## src/rtl/vr_sup_pkg.sv

```systemverilog
// Constants and types shared by the regulator supervisor design.
// Assumes a 10 MHz system clock.
package vr_sup_pkg;
  localparam int unsigned CLK_HZ = 10_000_000;
  localparam int unsigned CODE_W = 6;
  // Code skew guard: least time, rounded up
  localparam int unsigned CODE_GUARD_NS = 400;
  localparam int unsigned CODE_GUARD_CYC =
    (CODE_GUARD_NS * (CLK_HZ / 1_000_000) + 999) / 1000;
  // Blanking after a code change: least time, rounded up
  localparam int unsigned BLANK_US = 250;
  localparam int unsigned BLANK_CYC = BLANK_US * (CLK_HZ / 1_000_000);
  localparam int unsigned BLANK_W = 12;
  localparam int unsigned GUARD_W = 4;
  // Phase selection and register widths
  localparam int unsigned PHASE_MAX = 4;
  localparam int unsigned PHASE_SEL_W = 2;
  localparam logic [PHASE_SEL_W-1:0] PHASE_SEL_RST = 2'h1;
  localparam int unsigned AXI_AW = 4;
  // Register byte addresses
  localparam logic [AXI_AW-1:0] REG_CTRL = 4'h0;
  localparam logic [AXI_AW-1:0] REG_STATUS = 4'h4;
  localparam logic [AXI_AW-1:0] REG_CODE = 4'h8;
  // Control register fields
  localparam int unsigned CTRL_PHASE_LSB = 0;
  localparam int unsigned CTRL_CLK_DIV_LSB = 8;
  localparam int unsigned CLK_DIV_W = 8;
  localparam logic [CLK_DIV_W-1:0] CLK_DIV_RST = 8'h09;
  localparam logic [1:0] RESP_OKAY = 2'h0;
  localparam logic [1:0] RESP_SLVERR = 2'h2;

  typedef enum logic [2:0] {
    ST_DISABLED,
    ST_SOFT_START,
    ST_NORMAL,
    ST_LIMIT_DELAY,
    ST_LATCHED
  } sup_state_t;
endpackage

```

## src/rtl/vr_code_if.sv

```systemverilog
// Carries the accepted voltage code and blanking status between modules.
// Assumes one clock domain.
`timescale 1ns/100ps
interface vr_code_if;
  import vr_sup_pkg::*;
  logic [CODE_W-1:0] code;
  logic code_valid;
  logic blank;
  logic all_high;
  modport src (output code, output code_valid, output blank, output all_high);
  modport dst (input code, input code_valid, input blank, input all_high);
endinterface

```

## src/rtl/vr_code_watch.sv

```systemverilog
// Voltage code deglitch, on-the-fly detection and blanking timer.
// Assumes code pins synchronous to sys_clk_in.
`timescale 1ns/100ps
module vr_code_watch
  import vr_sup_pkg::*;
(
  input wire logic sys_clk_in,
  input wire logic rst_n_in,
  input wire logic run_in,
  input wire logic [CODE_W-1:0] voltage_code_inputs_in,
  vr_code_if.src code_out
);
  typedef struct packed {
    logic [CODE_W-1:0] last;
    logic [CODE_W-1:0] code;
    logic [GUARD_W-1:0] guard;
    logic [BLANK_W-1:0] blank_cnt;
    logic valid;
  } watch_t;
  watch_t st_ff;
  watch_t nxt_st;

  always_comb begin
    nxt_st = st_ff;
    nxt_st.last = voltage_code_inputs_in;
    if (voltage_code_inputs_in != st_ff.last) begin
      nxt_st.guard = GUARD_W'(CODE_GUARD_CYC);
      if (run_in && st_ff.valid) begin
        nxt_st.blank_cnt = BLANK_W'(BLANK_CYC);
      end
    end else if (st_ff.guard != '0) begin
      nxt_st.guard = st_ff.guard - 1'b1;
    end else begin
      nxt_st.code = st_ff.last;
      nxt_st.valid = 1'b1;
    end
    if (voltage_code_inputs_in == st_ff.last && st_ff.blank_cnt != '0) begin
      nxt_st.blank_cnt = st_ff.blank_cnt - 1'b1;
    end
  end

  always_ff @(posedge sys_clk_in or negedge rst_n_in) begin
    if (!rst_n_in) begin
      st_ff <= '0;
    end else begin
      st_ff <= nxt_st;
    end
  end

  assign code_out.code = st_ff.code;
  assign code_out.code_valid = st_ff.valid;
  assign code_out.blank = st_ff.blank_cnt != '0;
  assign code_out.all_high = st_ff.valid && (&st_ff.code);
endmodule

```

## src/rtl/vr_phase_clk.sv

```systemverilog
// Master clock enable divider and phase rotation.
// Assumes a single system clock; outputs are one-cycle enables.
`timescale 1ns/100ps
module vr_phase_clk
  import vr_sup_pkg::*;
#(
  parameter int unsigned PHASES = PHASE_MAX
) (
  input wire logic sys_clk_in,
  input wire logic rst_n_in,
  input wire logic run_in,
  input wire logic [CLK_DIV_W-1:0] clk_div_in,
  input wire logic [PHASE_SEL_W-1:0] phase_sel_in,
  output logic [PHASES-1:0] phase_tick_out
);
  typedef struct packed {
    logic [CLK_DIV_W-1:0] div;
    logic [PHASE_SEL_W-1:0] phase;
    logic [PHASES-1:0] tick;
  } pclk_t;
  pclk_t st_ff;
  pclk_t nxt_st;

  always_comb begin
    nxt_st = st_ff;
    nxt_st.tick = '0;
    if (!run_in) begin
      nxt_st = '0;
    end else if (st_ff.div >= clk_div_in) begin
      nxt_st.div = '0;
      nxt_st.tick[st_ff.phase] = 1'b1;
      nxt_st.phase = (st_ff.phase >= phase_sel_in) ? '0 : st_ff.phase + 1'b1;
    end else begin
      nxt_st.div = st_ff.div + 1'b1;
    end
  end

  always_ff @(posedge sys_clk_in or negedge rst_n_in) begin
    if (!rst_n_in) begin
      st_ff <= '0;
    end else begin
      st_ff <= nxt_st;
    end
  end

  assign phase_tick_out = st_ff.tick;
endmodule

```

## src/rtl/vr_fault_and_sequence_supervisor.sv

```systemverilog
// Fault sequencing, power-good, clamp and enable gating of the regulator.
// Assumes comparator results arrive synchronous to sys_clk_in.
`timescale 1ns/100ps
module vr_fault_and_sequence_supervisor
  import vr_sup_pkg::*;
#(
  parameter int unsigned PHASES = PHASE_MAX
) (
  input wire logic sys_clk_in,
  input wire logic rst_n_in,
  input wire logic enable_in,
  input wire logic [CODE_W-1:0] voltage_code_inputs_in,
  input wire logic current_limit_cmp_in,
  input wire logic ramp_above_2v8_in,
  input wire logic ramp_below_1v8_in,
  input wire logic ramp_at_top_in,
  input wire logic out_in_window_in,
  input wire logic out_over_limit_in,
  input wire logic out_below_700mv_in,
  input wire logic out_below_200mv_in,
  input wire logic [PHASES-1:0] pwm_request_in,
  output logic [PHASES-1:0] pwm_enable_out,
  output logic output_good_flag_out,
  output logic output_good_flag_oe_n_out,
  output logic ramp_charge_out,
  output logic ramp_pullup_out,
  output logic ramp_short_out,
  output logic limit_set_pin_out,
  output logic limit_active_out,
  output logic startup_clamp_out,
  output logic [CODE_W-1:0] dac_code_out,
  output logic [PHASES-1:0] phase_tick_out,
  input wire logic [AXI_AW-1:0] s_axi_awaddr,
  input wire logic s_axi_awvalid,
  output logic s_axi_awready,
  input wire logic [31:0] s_axi_wdata,
  input wire logic [3:0] s_axi_wstrb,
  input wire logic s_axi_wvalid,
  output logic s_axi_wready,
  output logic [1:0] s_axi_bresp,
  output logic s_axi_bvalid,
  input wire logic s_axi_bready,
  input wire logic [AXI_AW-1:0] s_axi_araddr,
  input wire logic s_axi_arvalid,
  output logic s_axi_arready,
  output logic [31:0] s_axi_rdata,
  output logic [1:0] s_axi_rresp,
  output logic s_axi_rvalid,
  input wire logic s_axi_rready
);
  typedef struct packed {
    sup_state_t state;
    logic clamp;
    logic good;
    logic [PHASES-1:0] pwm;
    logic [PHASE_SEL_W-1:0] phase_sel;
    logic [CLK_DIV_W-1:0] clk_div;
    logic aw_got;
    logic w_got;
    logic [AXI_AW-1:0] awaddr;
    logic [31:0] wdata;
    logic [3:0] wstrb;
    logic bvalid;
    logic [1:0] bresp;
    logic rvalid;
    logic [31:0] rdata;
    logic [1:0] rresp;
    logic latch_seen;
  } sup_t;
  sup_t st_ff;
  sup_t nxt_st;

  vr_code_if code_bus ();
  logic running;
  logic [PHASES-1:0] phase_mask;
  logic [31:0] ctrl_word;
  logic [31:0] status_word;
  logic do_write;

  // Switching allowed only when out of lockout, enabled and not latched
  assign running = enable_in && (st_ff.state inside {ST_SOFT_START, ST_NORMAL,
    ST_LIMIT_DELAY});

  vr_code_watch u_code (
    .sys_clk_in(sys_clk_in),
    .rst_n_in(rst_n_in),
    .run_in(running),
    .voltage_code_inputs_in(voltage_code_inputs_in),
    .code_out(code_bus.src)
  );

  vr_phase_clk #(.PHASES(PHASES)) u_pclk (
    .sys_clk_in(sys_clk_in),
    .rst_n_in(rst_n_in),
    .run_in(running),
    .clk_div_in(st_ff.clk_div),
    .phase_sel_in(st_ff.phase_sel),
    .phase_tick_out(phase_tick_out)
  );

  always_comb begin
    for (int i = 0; i < PHASES; i++) begin
      phase_mask[i] = (i <= int'(st_ff.phase_sel));
    end
  end

  assign ctrl_word = {16'h0000, st_ff.clk_div, 6'h00, st_ff.phase_sel};
  assign status_word = {16'h0000, 2'h0, code_bus.code, st_ff.latch_seen,
    code_bus.blank, st_ff.clamp, st_ff.good, 1'b0, 3'(st_ff.state)};
  assign do_write = (st_ff.aw_got || s_axi_awvalid) && (st_ff.w_got || s_axi_wvalid)
    && !st_ff.bvalid;

  always_comb begin
    logic [AXI_AW-1:0] wa;
    logic [31:0] wd;
    logic [3:0] ws;
    wa = st_ff.aw_got ? st_ff.awaddr : s_axi_awaddr;
    wd = st_ff.w_got ? st_ff.wdata : s_axi_wdata;
    ws = st_ff.w_got ? st_ff.wstrb : s_axi_wstrb;
    nxt_st = st_ff;

    // Fault sequencer
    if (!enable_in) begin
      nxt_st.state = ST_DISABLED;
    end else begin
      unique case (st_ff.state)
        ST_DISABLED: nxt_st.state = ST_SOFT_START;
        ST_SOFT_START: begin
          if (current_limit_cmp_in) begin
            nxt_st.state = ST_LIMIT_DELAY;
          end else if (ramp_at_top_in) begin
            nxt_st.state = ST_NORMAL;
          end
        end
        ST_NORMAL: begin
          if (current_limit_cmp_in) begin
            nxt_st.state = ST_LIMIT_DELAY;
          end
        end
        ST_LIMIT_DELAY: begin
          if (ramp_below_1v8_in) begin
            nxt_st.state = ST_LATCHED;
          end else if (!current_limit_cmp_in) begin
            nxt_st.state = out_in_window_in ? ST_NORMAL : ST_SOFT_START;
          end
        end
        ST_LATCHED: nxt_st.state = ST_LATCHED;
        default: nxt_st.state = ST_DISABLED;
      endcase
    end
    if (nxt_st.state == ST_LATCHED) begin
      nxt_st.latch_seen = 1'b1;
    end

    // Overvoltage clamp, released below 700 mV
    if (!running) begin
      nxt_st.clamp = 1'b0;
    end else if (out_over_limit_in && !code_bus.blank) begin
      nxt_st.clamp = 1'b1;
    end else if (out_below_700mv_in) begin
      nxt_st.clamp = 1'b0;
    end

    // Power-good
    if (!enable_in || !running || !ramp_above_2v8_in || code_bus.all_high) begin
      nxt_st.good = 1'b0;
    end else if (!out_in_window_in) begin
      nxt_st.good = code_bus.blank ? st_ff.good : 1'b0;
    end else begin
      nxt_st.good = 1'b1;
    end

    // PWM gating
    if (!running || nxt_st.clamp) begin
      nxt_st.pwm = '0;
    end else begin
      nxt_st.pwm = pwm_request_in & phase_mask;
    end

    // Register write
    if (do_write) begin
      nxt_st.aw_got = 1'b0;
      nxt_st.w_got = 1'b0;
      nxt_st.bvalid = 1'b1;
      nxt_st.bresp = RESP_OKAY;
      if (wa == REG_CTRL) begin
        if (ws[0]) begin
          nxt_st.phase_sel = wd[CTRL_PHASE_LSB +: PHASE_SEL_W];
        end
        if (ws[1]) begin
          nxt_st.clk_div = wd[CTRL_CLK_DIV_LSB +: CLK_DIV_W];
        end
      end else if (wa == REG_STATUS) begin
        if (ws[0] && wd[3] && nxt_st.state != ST_LATCHED) begin
          nxt_st.latch_seen = 1'b0;
        end
      end else begin
        nxt_st.bresp = RESP_SLVERR;
      end
    end else begin
      if (s_axi_awvalid && !st_ff.aw_got) begin
        nxt_st.aw_got = 1'b1;
        nxt_st.awaddr = s_axi_awaddr;
      end
      if (s_axi_wvalid && !st_ff.w_got) begin
        nxt_st.w_got = 1'b1;
        nxt_st.wdata = s_axi_wdata;
        nxt_st.wstrb = s_axi_wstrb;
      end
    end
    if (st_ff.bvalid && s_axi_bready) begin
      nxt_st.bvalid = 1'b0;
    end

    // Register read
    if (s_axi_arvalid && !st_ff.rvalid) begin
      nxt_st.rvalid = 1'b1;
      nxt_st.rresp = RESP_OKAY;
      unique case (s_axi_araddr)
        REG_CTRL: nxt_st.rdata = ctrl_word;
        REG_STATUS: nxt_st.rdata = status_word;
        REG_CODE: nxt_st.rdata = {26'h0, code_bus.code};
        default: begin
          nxt_st.rdata = 32'h0000_0000;
          nxt_st.rresp = RESP_SLVERR;
        end
      endcase
    end else if (st_ff.rvalid && s_axi_rready) begin
      nxt_st.rvalid = 1'b0;
    end
  end

  always_ff @(posedge sys_clk_in or negedge rst_n_in) begin
    if (!rst_n_in) begin
      st_ff <= '0;
      st_ff.state <= ST_DISABLED;
      st_ff.phase_sel <= PHASE_SEL_RST;
      st_ff.clk_div <= CLK_DIV_RST;
    end else begin
      st_ff <= nxt_st;
    end
  end

  assign pwm_enable_out = st_ff.pwm;
  assign output_good_flag_out = 1'b0;
  assign output_good_flag_oe_n_out = st_ff.good;
  assign ramp_short_out = !running;
  assign ramp_charge_out = running;
  assign ramp_pullup_out = running && st_ff.state != ST_LIMIT_DELAY
    && !current_limit_cmp_in;
  assign limit_set_pin_out = running;
  assign limit_active_out = running && current_limit_cmp_in;
  assign startup_clamp_out = st_ff.state == ST_SOFT_START && out_below_200mv_in;
  assign dac_code_out = code_bus.code;
  assign s_axi_awready = !st_ff.aw_got && !st_ff.bvalid;
  assign s_axi_wready = !st_ff.w_got && !st_ff.bvalid;
  assign s_axi_bvalid = st_ff.bvalid;
  assign s_axi_bresp = st_ff.bresp;
  assign s_axi_arready = !st_ff.rvalid;
  assign s_axi_rvalid = st_ff.rvalid;
  assign s_axi_rdata = st_ff.rdata;
  assign s_axi_rresp = st_ff.rresp;
endmodule

```

## config.mk

```make
export PLATFORM = sky130hd
export DESIGN_NAME = vr_fault_and_sequence_supervisor
export DESIGN_NICKNAME = d
export VERILOG_FILES = /design/src/rtl/vr_sup_pkg.sv /design/src/rtl/vr_code_if.sv /design/src/rtl/vr_code_watch.sv /design/src/rtl/vr_phase_clk.sv /design/src/rtl/vr_fault_and_sequence_supervisor.sv
export SDC_FILE = /design/constraint.sdc
export NUM_CORES = 1
export LEC_CHECK = 0
export ABC_AREA = 1
export BUFFER_PORTS_ARGS = -buffer_cell sky130_fd_sc_hd__buf_2
export CAP_MARGIN = 20
export CORE_UTILIZATION = 24
export DETAILED_ROUTE_END_ITERATION = 16
export GPL_TIMING_DRIVEN = 0
export PLACE_DENSITY = 0.39
export SLEW_MARGIN = 20
export SYNTH_ARGS = -nofsm -noshare
export SYNTH_HDL_FRONTEND = slang
export SYNTH_SLANG_ARGS = --single-unit
export TNS_END_PERCENT = 30
```

## constraint.sdc

```tcl
create_clock -name sys_clk_in -period 1.9 [get_ports sys_clk_in]
set_input_delay 0 -clock sys_clk_in [delete_from_list [all_inputs] [get_ports sys_clk_in]]
set_output_delay 0 -clock sys_clk_in [all_outputs]
set_load 0.05 [all_outputs]
```

==> impl_metrics.toml <==
[run_status]
status = "completed"

[cells_and_area]
multi_input_comb_area_um2 = 2280
fin_area_um2 = 7320
area_delta_synth_final_pct = 30.4
fill_cells = 2466
finish.utilization = 0.322
layout-drive-gt1-share = 0.233
num-nets-final = 952
diodes = 0
layout.area.seq_um2 = 2560

[logic_synthesis]
synthArstFlopShare = 1.00
simple_logic_cell_fraction_of_the_synthesized_area = 0.244
ys.warnings.count = 0
synthesis.area_per_instance_um2 = 8.00
synth.cells.most_frequent = "sky130_fd_sc_hd__nand2_1 (166), sky130_fd_sc_hd__inv_1 (109), sky130_fd_sc_hd__dfrtp_1 (99)"
synthAdderAreaFrac = 0.0423
synth_xor_area_frac = 0.0156
synth_top_family_by_area = "simple AND/OR/NAND/NOR gates"
synthCells = 702
most_area_consuming_cells_after_synthesis = "sky130_fd_sc_hd__dfrtp_1 (44%), sky130_fd_sc_hd__nand2_1 (11%), sky130_fd_sc_hd__inv_1 (7.3%), sky130_fd_sc_hd__buf_4 (7.1%), sky130_fd_sc_hd__o21ai_0 (5.5%)"
dominantRegCellSynth = "sky130_fd_sc_hd__dfrtp_1"
synth_top_area_frac = 0.441
yosys.area.top_type = "sky130_fd_sc_hd__dfrtp_1"
yosysMostFrequentCell = "sky130_fd_sc_hd__nand2_1"
ys_seq_area_frac = 0.455
post_synth_num_cell_types = 39
synth_compound_gate_area_share = 0.0857
synthMuxAreaShare = 0
mappedNetlistArea_um2 = 5620
flip_flop_and_latch_count_after_synthesis = 102
synth_enable_flop_cells = 0

[cts]
clk_latency_ps = 360
clk_path_buf_depth = 2
cts-htree-levels = 3
clock_slew_at_reported_path_ffs_ps = 70
number_of_buffers_added_by_the_clock_tree_synthesis_step = 9
cts.root.buffer_cell = "sky130_fd_sc_hd__clkbuf_16"
clock_sink_count = 102
tritoncts_clock_tree = "yes"

[setup_path]
critical_path.slowest_cell = "sky130_fd_sc_hd__dfrtp_1"
ordered_cell_list_for_the_critical_path = "nor2_2 -> nor3_4 -> buf_12 -> inv_4 -> nor3_2 -> buf_2"
crit_buf_inv = 3
cp_top_family = "flip-flops"
end_kind = "output port"
setup.worst_path.start_class = "register"
critical-path-max-stage-delay_ps = 500
critPathRequiredTime_ps = 1900
worst-path-max-fanout = 6
timing_worst_setup_path_type = "reg2out"
critPathArrivalTime_ps = 1770

[global_route]
first_global_vias = 4588
grt_remaining_overflow = 0
grt_max_degree = 62
number_of_antenna_violations_at_the_first_check_in_global_routing = 0
grt_pass1_wl_um = 24400
track_usage = 0.131

[die]
chipWidth_um = 155
die_height_um = 155
io_pins = 133
die-area_um2 = 24000
core.rowCount = 55
core_region_area_um2 = 22800
initial_core_util = 0.247

[drt]
1st_pass_router_iterations = 4
drt_iter0_markers = 153
wl_per_cell_um = 12.7
route.detailed.vias_per_inst = 3.99
detail_route.drc_violations = 0
routed-via-count = 4714
finalWirelength_um = 15000
antenna_left = 0

[sta]
setup-tns-final_ps = 0
fmax_ghz = 0.566
max-slew-margin-rel = 0.592
post-route-period-util = 0.929
report.final.setup_viol = 0
worst_slew_pin_slew_ps = 611
rsz_0062_raised_after_global_routing = "yes"
fin_skew_ps = 15.6
fin_crit_ps = 1770
worst_case_hold_slack_ps = 36.0
slew_viol_final = 0
hold_viol = 0

[power_and_ir_drop]
ir_worst_vdd_mv = 0.834
report.power.total_w = 0.00745
leakagePower_nw = 3.90
power_density_nw_per_um2 = 1020

[placed_design]
detailed_place_hpwl_um = 11300
port-buffer-count = 90
placedInstanceArea_um2 = 6570
gp_congestion = 0.761

[run]
drv_cap = 0

[hold_path]
holdCritPathClass = "in2reg"
==> logic make-up (layout without fill, tap and decap cells) <==
logic type | Yosys count | after routing
simple gates | 306 | 306
buf+inv | 174 | 322
flops | 102 | 102
compound gates | 90 | 90
fa+ha+maj | 19 | 19
xor+xnor | 10 | 10
other cells | 1 | 19
==> worst register-to-register path, stage by stage, from the launching register on <==
cell	delay [ps]
sky130_fd_sc_hd__dfstp_2	530
sky130_fd_sc_hd__inv_1	70
sky130_fd_sc_hd__ha_1	310
sky130_fd_sc_hd__a21oi_1	160
sky130_fd_sc_hd__nand2_1	70
sky130_fd_sc_hd__nand2_1	130
sky130_fd_sc_hd__nand3_2	160
sky130_fd_sc_hd__nand3_1	110
sky130_fd_sc_hd__o21ai_0	70
==> report_power, final <==
part	switching (W)	leakage [nW]	internal, W
sequential	0.000322	1.32	0.00260
combinational	0.00169	2.43	0.000828
clock	0.000952	0.152	0.00106
total	0.00296	3.90	0.00449
==> timing repair <==
item | in CTS | in global routing
hold buffers | 37 | 0
buffers inserted | 4 | 0
pin swaps | 1 | 0
endpoints found under the setup margin | 23 | 32
resized for setup | 0 | 6
hold endpoints to repair | 85 | 0
==> metrics by stage <==
step,instances,worst slack [ps]
floorplan,720,-93.0
global placement,1123,-550
detailed placement,1124,-136
CTS,1181,39.0
global route,1181,-36.1
finish,1181,134
==> worst paths after layout <==
check                                   start               to  slack (ps)  depth (start not counted)
max                                 st_ff[97]  ramp_pullup_out         130                          6
min                        out_below_700mv_in        st_ff[96]          40                          5
max in group asynchronous            rst_n_in     ctrl_word[8]        1090                          3
min reg2reg                    s_axi_rdata[0]   s_axi_rdata[0]         490                          2
max reg2reg                     ctrl_word[11]  u_pclk.st_ff[5]         170                          8
min in group asynchronous            rst_n_in     s_axi_bvalid         120                          2
==> routing by layer <==
| layer | wire length [um] | GRT usage |
|---|---|---|
| met3 | 546 | 0.0253 |
| met1 | 7780 | 0.189 |
| met4 | 104 | 0.0297 |
| met2 | 6600 | 0.202 |
| met5 | 0 | 0 |
==> cell type report <==
cell class              count  share of cell area
well taps                 313              0.0535
repair buffers            132               0.122
clock inverters             7              0.0121
multi-input cells         444               0.311
inverters                 111              0.0572
plain buffers              63              0.0635
flip-flops and latches    102               0.349
clock buffers               9              0.0307
==> flip-flops by register name, indices dropped and copies added (netlist names) <==
signal and flops:
ctrl_word 10, output_good_flag_oe_n_out 1, pwm_enable_out 4, s_axi_bresp 1, s_axi_bvalid 1, s_axi_rdata 16, s_axi_rresp 1, s_axi_rvalid 1
st_ff 24, u_code.code_out.code 6, u_code.code_out.code_valid 1, u_code.st_ff 22, u_pclk.phase_tick_out 4, u_pclk.st_ff 10
==> cell usage in the layout (no fill, tap or decap), types with 7 or more instances in the layout <==
master and count:
sky130_fd_sc_hd__nand3_2 15, sky130_fd_sc_hd__inv_1 109, sky130_fd_sc_hd__o21ai_0 62, sky130_fd_sc_hd__dlygate4sd3_1 37
sky130_fd_sc_hd__dfrtp_1 99, sky130_fd_sc_hd__buf_4 56, sky130_fd_sc_hd__nor3_1 13, sky130_fd_sc_hd__buf_2 91
sky130_fd_sc_hd__conb_1 19, sky130_fd_sc_hd__nand2_1 166, sky130_fd_sc_hd__nor2_1 56, sky130_fd_sc_hd__a21oi_1 13
sky130_fd_sc_hd__clkbuf_16 9, sky130_fd_sc_hd__xor2_1 7, sky130_fd_sc_hd__nand3_1 38, sky130_fd_sc_hd__ha_1 19
Power figures use the tool's default switching activity.
